File: src/core/ahs_pkg.sv
// Shared constants and types for the converter strobe controller
package ahs_pkg;
    localparam int unsigned SYS_CLK_MHZ = 100;
    localparam int unsigned CHAN_W = 4;
    localparam int unsigned DATA_W = 8;
    localparam int unsigned CNT_W = 16;
    localparam int unsigned TICK_W = 4;
    // CPU-like strobe width and analog settling time, in ns
    localparam int unsigned STROBE_NS = 500;
    localparam int unsigned SETTLE_NS = 2000;
    // Target converter clock in kHz
    localparam int unsigned ADC_CLK_KHZ = 1000;
    // Converter clock periods until conversion-done must be low
    localparam int unsigned EOC_LOW_PERIODS = 8;
    localparam int unsigned EOC_LOW_MARGIN = 2;

    // Least time in ns to whole cycles, rounded up, at least one
    function automatic int unsigned ns_to_cyc(input int unsigned ns);
        int unsigned c;
        c = (ns * SYS_CLK_MHZ + 999) / 1000;
        return (c == 0) ? 1 : c;
    endfunction : ns_to_cyc

    localparam int unsigned STROBE_CYC = ns_to_cyc(STROBE_NS);
    localparam int unsigned SETTLE_CYC = ns_to_cyc(SETTLE_NS);
    localparam int unsigned DIV_HALF_CYC =
        (SYS_CLK_MHZ * 1000) / (2 * ADC_CLK_KHZ);
    localparam logic [TICK_W-1:0] EOC_TIMEOUT_TICKS =
        TICK_W'(EOC_LOW_PERIODS + EOC_LOW_MARGIN);

    typedef enum logic [1:0] {
        SETTLE_SEPARATE,
        SETTLE_STRETCH,
        SETTLE_DOUBLE
    } ahs_settle_t;

    typedef enum logic [2:0] {
        ST_IDLE,
        ST_LATCH,
        ST_SETTLE,
        ST_START,
        ST_WAIT_LOW,
        ST_WAIT_HIGH,
        ST_READ
    } ahs_st_t;

    typedef struct packed {
        logic [CHAN_W-1:0] chan;
        logic ale;
        logic start;
        logic oe;
    } ahs_pins_t;

    typedef struct packed {
        logic [DATA_W-1:0] data;
        logic [CHAN_W-1:0] chan;
    } ahs_result_t;

    typedef struct packed {
        ahs_st_t st;
        ahs_settle_t mode;
        ahs_pins_t pins;
        ahs_result_t result;
        logic res_valid;
        logic ready;
        logic busy;
        logic err;
        logic cont;
        logic second;
        logic chan_known;
        logic [CHAN_W-1:0] last_chan;
        logic [CNT_W-1:0] cnt;
        logic [TICK_W-1:0] ticks;
    } ahs_state_t;
endpackage : ahs_pkg

File: src/core/ahs_clk_div.sv
// Converter clock divider with a pulse on each rising edge
`timescale 1ns/100ps
module ahs_clk_div
    import ahs_pkg::*;
#(
    parameter int unsigned HALF_CYC = DIV_HALF_CYC
) (
    input wire logic clk_sys_in,
    input wire logic sys_rst_in,
    output logic adc_clk_out,
    output logic rise_out
);
    logic [CNT_W-1:0] div_reg;
    logic clk_reg;
    logic rise_reg;
    logic wrap;

    assign wrap = (div_reg == CNT_W'(HALF_CYC - 1));

    always_ff @(posedge clk_sys_in) begin
        if (sys_rst_in) begin
            div_reg <= '0;
            clk_reg <= 1'b0;
            rise_reg <= 1'b0;
        end else begin
            div_reg <= wrap ? '0 : div_reg + CNT_W'(1);
            if (wrap) begin
                clk_reg <= ~clk_reg;
            end
            rise_reg <= wrap & ~clk_reg;
        end
    end

    assign adc_clk_out = clk_reg;
    assign rise_out = rise_reg;
endmodule : ahs_clk_div

File: src/core/ahs_strobe_ctrl.sv
// Host controller that drives the multiplexed converter's strobe pins
`timescale 1ns/100ps
module ahs_strobe_ctrl
    import ahs_pkg::*;
#(
    parameter int unsigned STROBE_CYCLES = STROBE_CYC,
    parameter int unsigned SETTLE_CYCLES = SETTLE_CYC,
    parameter int unsigned DIV_HALF_CYCLES = DIV_HALF_CYC
) (
    input wire logic clk_sys_in,
    input wire logic sys_rst_in,
    input wire logic req_valid_in,
    input wire logic [CHAN_W-1:0] req_chan_in,
    input wire ahs_settle_t req_mode_in,
    input wire logic req_cont_in,
    input wire logic cont_keep_in,
    output logic req_ready_out,
    output logic res_valid_out,
    output ahs_result_t res_out,
    output logic err_out,
    output logic busy_out,
    output ahs_pins_t adc_pins_out,
    output logic adc_clk_out,
    input wire logic adc_eoc_in,
    input wire logic [DATA_W-1:0] adc_data_in
);
    localparam logic [CNT_W-1:0] STROBE_LAST = CNT_W'(STROBE_CYCLES - 1);
    localparam logic [CNT_W-1:0] SETTLE_LAST = CNT_W'(SETTLE_CYCLES - 1);
    localparam logic [CNT_W-1:0] STRETCH_LAST =
        CNT_W'(STROBE_CYCLES + SETTLE_CYCLES - 1);

    ahs_state_t state_reg;
    ahs_state_t state_next;
    logic adc_tick;
    logic cnt_done;

    ahs_clk_div #(
        .HALF_CYC(DIV_HALF_CYCLES)
    ) u_div (
        .clk_sys_in(clk_sys_in),
        .sys_rst_in(sys_rst_in),
        .adc_clk_out(adc_clk_out),
        .rise_out(adc_tick)
    );

    assign cnt_done = (state_reg.cnt == '0);

    always_comb begin
        state_next = state_reg;
        state_next.res_valid = 1'b0;
        state_next.err = 1'b0;
        if (!cnt_done) begin
            state_next.cnt = state_reg.cnt - CNT_W'(1);
        end
        case (state_reg.st)
            ST_IDLE: begin
                if (req_valid_in) begin
                    state_next.ready = 1'b0;
                    state_next.busy = 1'b1;
                    state_next.mode = req_mode_in;
                    state_next.cont = req_cont_in;
                    state_next.second = 1'b0;
                    state_next.pins.chan = req_chan_in;
                    case (req_mode_in)
                        SETTLE_STRETCH: begin
                            // One long combined pulse covers settling
                            state_next.st = ST_START;
                            state_next.pins.ale = 1'b1;
                            state_next.pins.start = 1'b1;
                            state_next.cnt = STRETCH_LAST;
                        end
                        SETTLE_DOUBLE: begin
                            state_next.st = ST_START;
                            state_next.pins.ale = 1'b1;
                            state_next.pins.start = 1'b1;
                            state_next.cnt = STROBE_LAST;
                        end
                        default: begin
                            if (state_reg.chan_known &&
                                state_reg.last_chan == req_chan_in) begin
                                // Same channel: no latch, no settling
                                state_next.st = ST_START;
                                state_next.pins.start = 1'b1;
                            end else begin
                                state_next.st = ST_LATCH;
                                state_next.pins.ale = 1'b1;
                            end
                            state_next.cnt = STROBE_LAST;
                        end
                    endcase
                end
            end
            ST_LATCH: begin
                if (cnt_done) begin
                    state_next.pins.ale = 1'b0;
                    state_next.last_chan = state_reg.pins.chan;
                    state_next.chan_known = 1'b1;
                    state_next.st = ST_SETTLE;
                    state_next.cnt = SETTLE_LAST;
                end
            end
            ST_SETTLE: begin
                if (cnt_done) begin
                    state_next.st = ST_START;
                    state_next.pins.start = 1'b1;
                    // Second pulse reloads the same channel
                    state_next.pins.ale =
                        (state_reg.mode == SETTLE_DOUBLE);
                    state_next.cnt = STROBE_LAST;
                end
            end
            ST_START: begin
                if (cnt_done) begin
                    state_next.pins.ale = 1'b0;
                    state_next.pins.start = 1'b0;
                    state_next.last_chan = state_reg.pins.chan;
                    state_next.chan_known = 1'b1;
                    state_next.ticks = '0;
                    if (state_reg.mode == SETTLE_DOUBLE &&
                        !state_reg.second) begin
                        state_next.second = 1'b1;
                        state_next.st = ST_SETTLE;
                        state_next.cnt = SETTLE_LAST;
                    end else begin
                        state_next.st = ST_WAIT_LOW;
                    end
                end
            end
            ST_WAIT_LOW: begin
                // Done is trusted only after it has been seen low
                if (!adc_eoc_in) begin
                    state_next.st = ST_WAIT_HIGH;
                end else if (adc_tick) begin
                    state_next.ticks = state_reg.ticks + TICK_W'(1);
                    if (state_reg.ticks + TICK_W'(1) ==
                        EOC_TIMEOUT_TICKS) begin
                        state_next.err = 1'b1;
                        state_next.st = ST_IDLE;
                        state_next.ready = 1'b1;
                        state_next.busy = 1'b0;
                    end
                end
            end
            ST_WAIT_HIGH: begin
                if (adc_eoc_in) begin
                    state_next.st = ST_READ;
                    state_next.pins.oe = 1'b1;
                    // In continuous mode, start tied to output enable restarts conversion
                    state_next.pins.start = state_reg.cont;
                    state_next.cnt = STROBE_LAST;
                end
            end
            ST_READ: begin
                if (cnt_done) begin
                    state_next.pins.oe = 1'b0;
                    state_next.pins.start = 1'b0;
                    state_next.result.data = adc_data_in;
                    state_next.result.chan = state_reg.pins.chan;
                    state_next.res_valid = 1'b1;
                    state_next.ticks = '0;
                    if (state_reg.cont && cont_keep_in) begin
                        state_next.st = ST_WAIT_LOW;
                    end else begin
                        state_next.cont = 1'b0;
                        state_next.st = ST_IDLE;
                        state_next.ready = 1'b1;
                        state_next.busy = 1'b0;
                    end
                end
            end
            default: begin
                state_next.st = ST_IDLE;
                state_next.ready = 1'b1;
                state_next.busy = 1'b0;
                state_next.pins.ale = 1'b0;
                state_next.pins.start = 1'b0;
                state_next.pins.oe = 1'b0;
            end
        endcase
    end

    always_ff @(posedge clk_sys_in) begin
        if (sys_rst_in) begin
            state_reg <= '{
                st: ST_IDLE,
                mode: SETTLE_SEPARATE,
                pins: '0,
                result: '0,
                res_valid: 1'b0,
                ready: 1'b1,
                busy: 1'b0,
                err: 1'b0,
                cont: 1'b0,
                second: 1'b0,
                chan_known: 1'b0,
                last_chan: '0,
                cnt: '0,
                ticks: '0
            };
        end else begin
            state_reg <= state_next;
        end
    end

    assign req_ready_out = state_reg.ready;
    assign res_valid_out = state_reg.res_valid;
    assign res_out = state_reg.result;
    assign err_out = state_reg.err;
    assign busy_out = state_reg.busy;
    assign adc_pins_out = state_reg.pins;
endmodule : ahs_strobe_ctrl

File: config.mk
export PLATFORM = sky130hd
export DESIGN_NAME = ahs_strobe_ctrl
export DESIGN_NICKNAME = d
export VERILOG_FILES = /design/src/core/ahs_pkg.sv /design/src/core/ahs_clk_div.sv /design/src/core/ahs_strobe_ctrl.sv
export SDC_FILE = /design/constraint.sdc
export NUM_CORES = 1
export LEC_CHECK = 0
export BUFFER_PORTS_ARGS = -buffer_cell sky130_fd_sc_hd__buf_4
export CORE_MARGIN = 2
export CORE_UTILIZATION = 31
export DETAILED_ROUTE_END_ITERATION = 12
export GPL_TIMING_DRIVEN = 0
export PLACE_DENSITY = 0.49
export SETUP_SLACK_MARGIN = 0.15
export SLEW_MARGIN = 40
export SYNTH_ARGS = -nofsm -noshare
export SYNTH_HDL_FRONTEND = slang
export SYNTH_HIERARCHICAL = 1
export SYNTH_SLANG_ARGS = --single-unit
File: constraint.sdc
create_clock -name clk_sys_in -period 4 [get_ports clk_sys_in]
set_input_delay 0.2 -clock clk_sys_in [delete_from_list [all_inputs] [get_ports clk_sys_in]]
set_output_delay 0.2 -clock clk_sys_in [all_outputs]
set_load 0.02 [all_outputs]
==> results.sh, run 1 <==
export IMPL_dominantRegCellSynth="dfxtp_1"
export IMPL_setup_viol=0
export IMPL_ys_seq_elements=73
export IMPL_stdcell_count=698
export IMPL_via_per_inst=5.047
export IMPL_overflow=0
export IMPL_hp_start="sys_rst_in"
export IMPL_synth_area_sq_mm=0.003855
export IMPL_crit_path_end_kind="flip-flop"
export IMPL_tritoncts="built"
export IMPL_place_inst=683
export IMPL_maxCapViolCount=0
export IMPL_r2r_slack_ns=1.46
export IMPL_p_leak_nw=1.761
export IMPL_yosysTopAreaCell="dfxtp_1"
export IMPL_die_h_um=115.5
export IMPL_numCtsBuffers=9
export IMPL_die_w_um=115.5
export IMPL_postSynthAreaPerCell_sq_um=8.150
export IMPL_syn_nets=501
export IMPL_p_per_area_mw_per_mm2=669.5
export IMPL_worstHoldPathCells=2
export IMPL_post_route_period_util_pct=63.43
export IMPL_path_delay_family="simple AND/OR/NAND/NOR gates"
export IMPL_critical_path_arrival_ns=2.74
export IMPL_antenna_found_initial=0
export IMPL_vdd_drop_max_uv=209.7
export IMPL_cp_start_kind="flip-flop"
export IMPL_skew_ns=0.005045
export IMPL_gp_congestion=0.8788
export IMPL_synth_area_top_cells="dfxtp_1 38%, nand2_1 5.8%, nor2_1 5.0%"
export IMPL_timing_fmax_mhz=394.1
export IMPL_drive_gt1_share_pct=17.74
export IMPL_rsz0062_at_grt="false"
export IMPL_path_max_fanout=10
export IMPL_drt_pass1_iterations=5
export IMPL_insertion_delay_ns=0.34
export IMPL_r2r_cells=9
export IMPL_hold_class="in2reg"
export IMPL_rr_endpoint="res_out[11]"
export IMPL_path_cells="inv_1 -> ha_1 -> nor2b_1 -> nand4_1 -> or3_1 -> clkbuf_1 -> buf_2 -> nand2_1 -> a21oi_1"
export IMPL_worstHoldEndpoint="u_div/adc_clk_out"
export IMPL_max_stage_delay_ns=0.50
export IMPL_final_cell_mix="73 x dfxtp_1, 61 x buf_4, 60 x nand2_1"
export IMPL_worst_slew_pin_slew_ns=0.6918
export IMPL_largest_register_ffs=32
export IMPL_layout_nets=554
export IMPL_syn_inst=473
export IMPL_wl_um=10320
export IMPL_final_setup_worst_slack_ns=1.463
export IMPL_worstSetupPathType="reg2reg"
export IMPL_ys_seq_area_share_pct=37.91
export IMPL_slew_headroom_pct=53.71
export IMPL_layout_commonest_cell="dfxtp_1"
export IMPL_r2r_start="state_reg[4]"
export IMPL_drc=0
export IMPL_crit_cells=9
export IMPL_crit_slowest_cell="or3_1"
export IMPL_synthArstFlopShare_pct=0
export IMPL_postCtsSetupBuffers=0
export IMPL_dr_total_vias=3523
export IMPL_tns_ns=0
export IMPL_slew_viol_final=0
export IMPL_rows=40
export IMPL_syn_to_final_growth_pct=22.14
export IMPL_ys_warn_count=6
export IMPL_drtAntennaViolNets=0
export IMPL_diodes=0
export IMPL_run_status="complete, no violations"
export IMPL_critPathBufInv=3
export IMPL_die_area_sq_mm=0.01334
export IMPL_dp_hpwl_um=7370
export IMPL_nFillCells=1247
export IMPL_multiInputGateArea_sq_mm=0.002085
export IMPL_clockRootBuffer="clkbuf_16"
export IMPL_min_period_ns=2.537
export IMPL_drt_initial_drc_count=175
export IMPL_grtUsageTotal_pct=16.26
export IMPL_grt_pass1_vias=3320
export IMPL_ff_latch_area_sq_mm=0.001461
export IMPL_io_pins=44
export IMPL_clockBufferDepth=2
export IMPL_grt_max_degree=13
export IMPL_yosysTopAreaCellShare_pct=37.91
export IMPL_synth_edf_count=0
export IMPL_core_area_sq_mm=0.01206
export IMPL_postCtsHoldBufs=0
export IMPL_whs_ns=0.08539
export IMPL_start_util_pct=31.96
export IMPL_hold_viol=0
export IMPL_ys_types=62
export IMPL_cts_reportedPaths_clkPinSlew_ns=0.06
export IMPL_cts_num_sinks=73
export IMPL_cp_required_ns=4.20
export IMPL_h_tree_depth=3
export IMPL_grt_pass1_wl_um=16860
export IMPL_cts_resized=0
export IMPL_wl_per_cell_um=14.78
export IMPL_dp_slack_ns=1.490
export IMPL_port_buffer_count=42
## layout make-up
type / count / area share, %
Clock inverter: 5 / 1.701
Sequential cell: 73 / 31.04
Tap cell: 168 / 4.465
Buffer: 43 / 5.634
Multi-Input combinational cell: 343 / 44.27
Timing Repair Buffer: 42 / 6.697
Inverter: 14 / 1.116
Clock buffer: 10 / 5.076
## cells by family after synthesis
group / share of synthesized area [%]
AO/OA/AOI/OAI: 15.65
XOR/XNOR: 6.361
adder cells (fa/ha/maj): 2.597
buffers and inverters: 8.244
flip-flops: 37.91
multiplexers: 1.331
AND/OR/NAND/NOR: 27.91
## routing by layer
metal / GRT usage (%) / vias up / routed length, um
li1: - / 1776 / -
met1: 22.74 / 1628 / 5174
met2: 23.82 / 110 / 4389
met3: 4.446 / 9 / 594
met4: 6.104 / 0 / 161
met5: 0 / - / 0
## worst max path at each step
stage,start,to
after floorplan,state_reg[6],state_reg[4]
after global placement,state_reg[6],state_reg[4]
after detailed placement,state_reg[4],res_out[11]
after CTS,state_reg[4],res_out[11]
after global routing,state_reg[4],res_out[2]
final,state_reg[4],res_out[11]
## per-stage QoR
stage | instance area [sq um] | utilization, % | total power, mW
after floorplan | 3855 | - | 1.894
after global placement | 4380 | 36.32 | 2.265
after detailed placement | 4389 | 36.39 | 2.278
after CTS | 4708 | 39.04 | 3.171
after global routing | 4708 | 39.04 | 3.369
final | 4708 | 39.04 | 3.152
## report_power, final
part | internal [mW] | total [mW] | leakage, nW | switching, mW
sequential | 0.833 | 0.958 | 0.593 | 0.125
combinational | 0.493 | 1.32 | 1.02 | 0.828
clock | 0.558 | 0.873 | 0.151 | 0.315
total | 1.88 | 3.15 | 1.76 | 1.27
## cells in the mapped netlist (3+ instances only)
cell type   n
a41oi_1     3
mux2i_1     4
nor2_1     51
nor2b_1     5
o211ai_1    3
clkbuf_1   16
o22ai_1     3
a21oi_1    37
or4_1       3
nand2_1    60
xor2_1     10
xnor2_1    18
a221oi_1    4
o21ai_0    10
o21bai_1    4
ha_1        8
nand2b_1    3
a31oi_1     6
a211oi_1    3
dfxtp_1    73
inv_1      13
nand3_1    14
nand4_1    11
buf_2       5
nor4_1      9
buf_4      19
nor3_1     19
and3_1      3
and2_1      4
o31ai_1     5
or3_1       7
Note: power is estimated with default switching activity, not from simulation.
==> inputs of run 2 (changes only) <==
ABC_AREA = 1   (was not set)
PLACE_DENSITY = 0.48   (was 0.49)
clock period = 2.6 ns   (was 4 ns; I/O delays follow)
==> run 2 against run 1 <==
Clock power rose by 37%. Highest routed layer unchanged. Utilization fell by 1.1 points. First-iteration DRC count rose by 30%. Total power rose by 54%. Die area rose by 8.1%. Final area rose by 6.2%. Combinational power rose by 64%. Global-route usage fell by 0.49 points. Synthesized area rose by 8.4%.
==> results.sh, run 2 <==
export IMPL_run_status="complete, no violations"
export IMPL_hp_start="adc_data_in[3]"
export IMPL_hold_class="in2reg"
export IMPL_final_cell_mix="122 x nand2_1, 93 x nor2_1, 73 x dfxtp_1"
export IMPL_final_util_pct=37.92
export IMPL_antenna_found_initial=0
export IMPL_h_tree_depth=3
export IMPL_via_per_inst=4.622
export IMPL_grtUsageTotal_pct=15.76
export IMPL_synth_mux_area_share_pct=0
export IMPL_p_per_area_mw_per_mm2=972.5
export IMPL_cp_start_kind="flip-flop"
export IMPL_timing_fmax_mhz=531.9
export IMPL_drt_initial_drc_count=227
export IMPL_diodes=0
export IMPL_cp_required_ns=2.81
export IMPL_ys_seq_area_share_pct=34.96
export IMPL_clockRootBuffer="clkbuf_16"
export IMPL_yosys_top_cells_count="122 x nand2_1, 93 x nor2_1, 73 x dfxtp_1"
export IMPL_start_util_pct=31.69
export IMPL_tritoncts="built"
export IMPL_port_buffer_count=43
export IMPL_syn_to_final_growth_pct=19.63
export IMPL_clockBufferDepth=2
export IMPL_postSynthAreaPerCell_sq_um=6.775
export IMPL_skew_ns=0.004587
export IMPL_worstHoldPathCells=3
export IMPL_whs_ns=0.01177
export IMPL_overflow=0
export IMPL_slew_headroom_pct=63.45
export IMPL_largest_register_ffs=32
export IMPL_stdcell_count=851
export IMPL_multiInputGateArea_sq_mm=0.002216
export IMPL_io_pins=44
export IMPL_place_inst=836
export IMPL_yosysTopAreaCellShare_pct=34.96
export IMPL_die_area_sq_mm=0.01443
export IMPL_dp_slack_ns=0.7282
export IMPL_synth_edf_count=0
export IMPL_synth_simple_gate_area_share_pct=35.08
export IMPL_ys_seq_elements=73
export IMPL_path_max_fanout=9
export IMPL_synth_xor_area_share_pct=1.676
export IMPL_postCtsSetupBuffers=0
export IMPL_cts_num_sinks=73
export IMPL_r2r_start="state_reg[8]"
export IMPL_grt_max_degree=12
export IMPL_grt_pass1_vias=3727
export IMPL_syn_inst=617
export IMPL_nFillCells=1464
export IMPL_ff_latch_area_sq_mm=0.001461
export IMPL_slew_viol_final=0
export IMPL_dominantRegCellSynth="dfxtp_1"
export IMPL_synth_top_family_by_area="simple AND/OR/NAND/NOR gates"
export IMPL_power_total_mw=4.864
export IMPL_synth_compound_area_share_pct=13.86
export IMPL_maxCapViolCount=0
export IMPL_drtAntennaViolNets=0
export IMPL_vdd_drop_max_uv=418.0
export IMPL_postCtsHoldBufs=0
export IMPL_dp_hpwl_um=8163
export IMPL_gp_congestion=0.8560
export IMPL_wl_um=10730
export IMPL_layout_commonest_cell="nand2_1"
export IMPL_ys_warn_count=6
export IMPL_r2r_cells=8
export IMPL_hold_viol=0
export IMPL_final_area_sq_mm=0.005001
export IMPL_grt_pass1_wl_um=17900
export IMPL_insertion_delay_ns=0.34
export IMPL_drc=0
export IMPL_synthArstFlopShare_pct=0
export IMPL_wl_per_cell_um=12.61
export IMPL_numCtsBuffers=9
export IMPL_die_w_um=120.1
export IMPL_syn_nets=645
export IMPL_r2r_slack_ns=0.72
export IMPL_drive_gt1_share_pct=20.74
export IMPL_tns_ns=0
export IMPL_cts_resized=0
export IMPL_crit_path_end_kind="flip-flop"
export IMPL_drt_pass1_iterations=5
export IMPL_die_h_um=120.1
export IMPL_ys_types=41
export IMPL_worst_slew_pin_slew_ns=0.5483
export IMPL_post_route_period_util_pct=72.31
export IMPL_core_area_sq_mm=0.01319
export IMPL_cts_reportedPaths_clkPinSlew_ns=0.06
export IMPL_worstHoldEndpoint="res_out[7]"
export IMPL_rr_endpoint="state_reg[7]"
export IMPL_place_area_sq_mm=0.004723
export IMPL_rows=42
export IMPL_dr_total_vias=3933
export IMPL_final_setup_worst_slack_ns=0.7199
export IMPL_setup_viol=0
export IMPL_p_leak_nw=2.264
export IMPL_layout_nets=699
export IMPL_synthAdderAreaFrac_pct=2.394
export IMPL_min_period_ns=1.880
export IMPL_rsz0062_at_grt="false"
export IMPL_synth_area_sq_mm=0.004180
export IMPL_worstSetupPathType="reg2reg"
export IMPL_yosysTopAreaCell="dfxtp_1"
export IMPL_synth_area_top_cells="dfxtp_1 35%, nand2_1 11%, nor2_1 8.4%"
export IMPL_critical_path_arrival_ns=2.09
export IMPL_yosysMostFrequentCell="nand2_1"
==> run 2: changes by cell type after synthesis, moves of 8 or more <==
| cell | before | now |
|---|---|---|
| clkbuf_1 | 16 | 5 |
| inv_1 | 13 | 66 |
| inv_2 | 0 | 14 |
| nand2_1 | 60 | 122 |
| nand2_2 | 0 | 10 |
| nand3_1 | 14 | 42 |
| nor2_1 | 51 | 93 |
| nor2_2 | 0 | 11 |
| nor3_1 | 19 | 7 |
| nor4_1 | 9 | 1 |
| o21ai_0 | 10 | 40 |
| xnor2_1 | 18 | 5 |
==> run 2: cells by family after synthesis <==
group | after synthesis
simple gates | 317
buf+inv | 110
compound gates | 101
flops | 73
xor+xnor | 8
fa+ha+maj | 8
==> run 2: layer usage <==
layer	vias up	GRT usage [%]	wire length, um
met3	15	3.660	343
met4	0	5.809	165
met5	-	0	0
li1	2074	-	-
met1	1791	20.77	5350
met2	53	25.07	4867
==> run 2: worst max path at each step <==
| stage | start | endpoint | slack, ns |
|---|---|---|---|
| 6_report | state_reg[8] | state_reg[7] | 0.72 |
| 5_1_grt | state_reg[4] | adc_pins_out[2] | 0.55 |
| 4_1_cts | state_reg[4] | state_reg[7] | 0.72 |
| 3_5_place_dp | state_reg[4] | state_reg[7] | 0.73 |
| 3_3_place_gp | state_reg[4] | state_reg[7] | 0.75 |
| 2_1_floorplan | state_reg[4] | state_reg[4] | 0.99 |
==> run 2: power breakdown <==
part / internal, mW / switching (mW)
Clock: 0.733 / 0.469
Combinational: 0.769 / 1.40
Sequential: 1.32 / 0.172
Total: 2.82 / 2.04
==> run 2: layout make-up <==
cell class                 instances  area share, %
clock inverter                     4         0.9007
buffer                            29          3.978
clock buffer                      11          4.653
tap                              176          4.403
timing repair buffer              43          6.455
sequential                        73          29.22
inverter                          81          6.080
multi-input combinational        434          44.31
==> run 2: worst max-delay path, cell delays in order (launching register included) <==
cell and delay, ns:
dfxtp_1 0.37, nor2_2 0.27, nand2_2 0.11, nor2_1 0.13
nand2_2 0.17, nand2_1 0.16, nand2_2 0.08, o21ai_4 0.34
o22ai_1 0.12
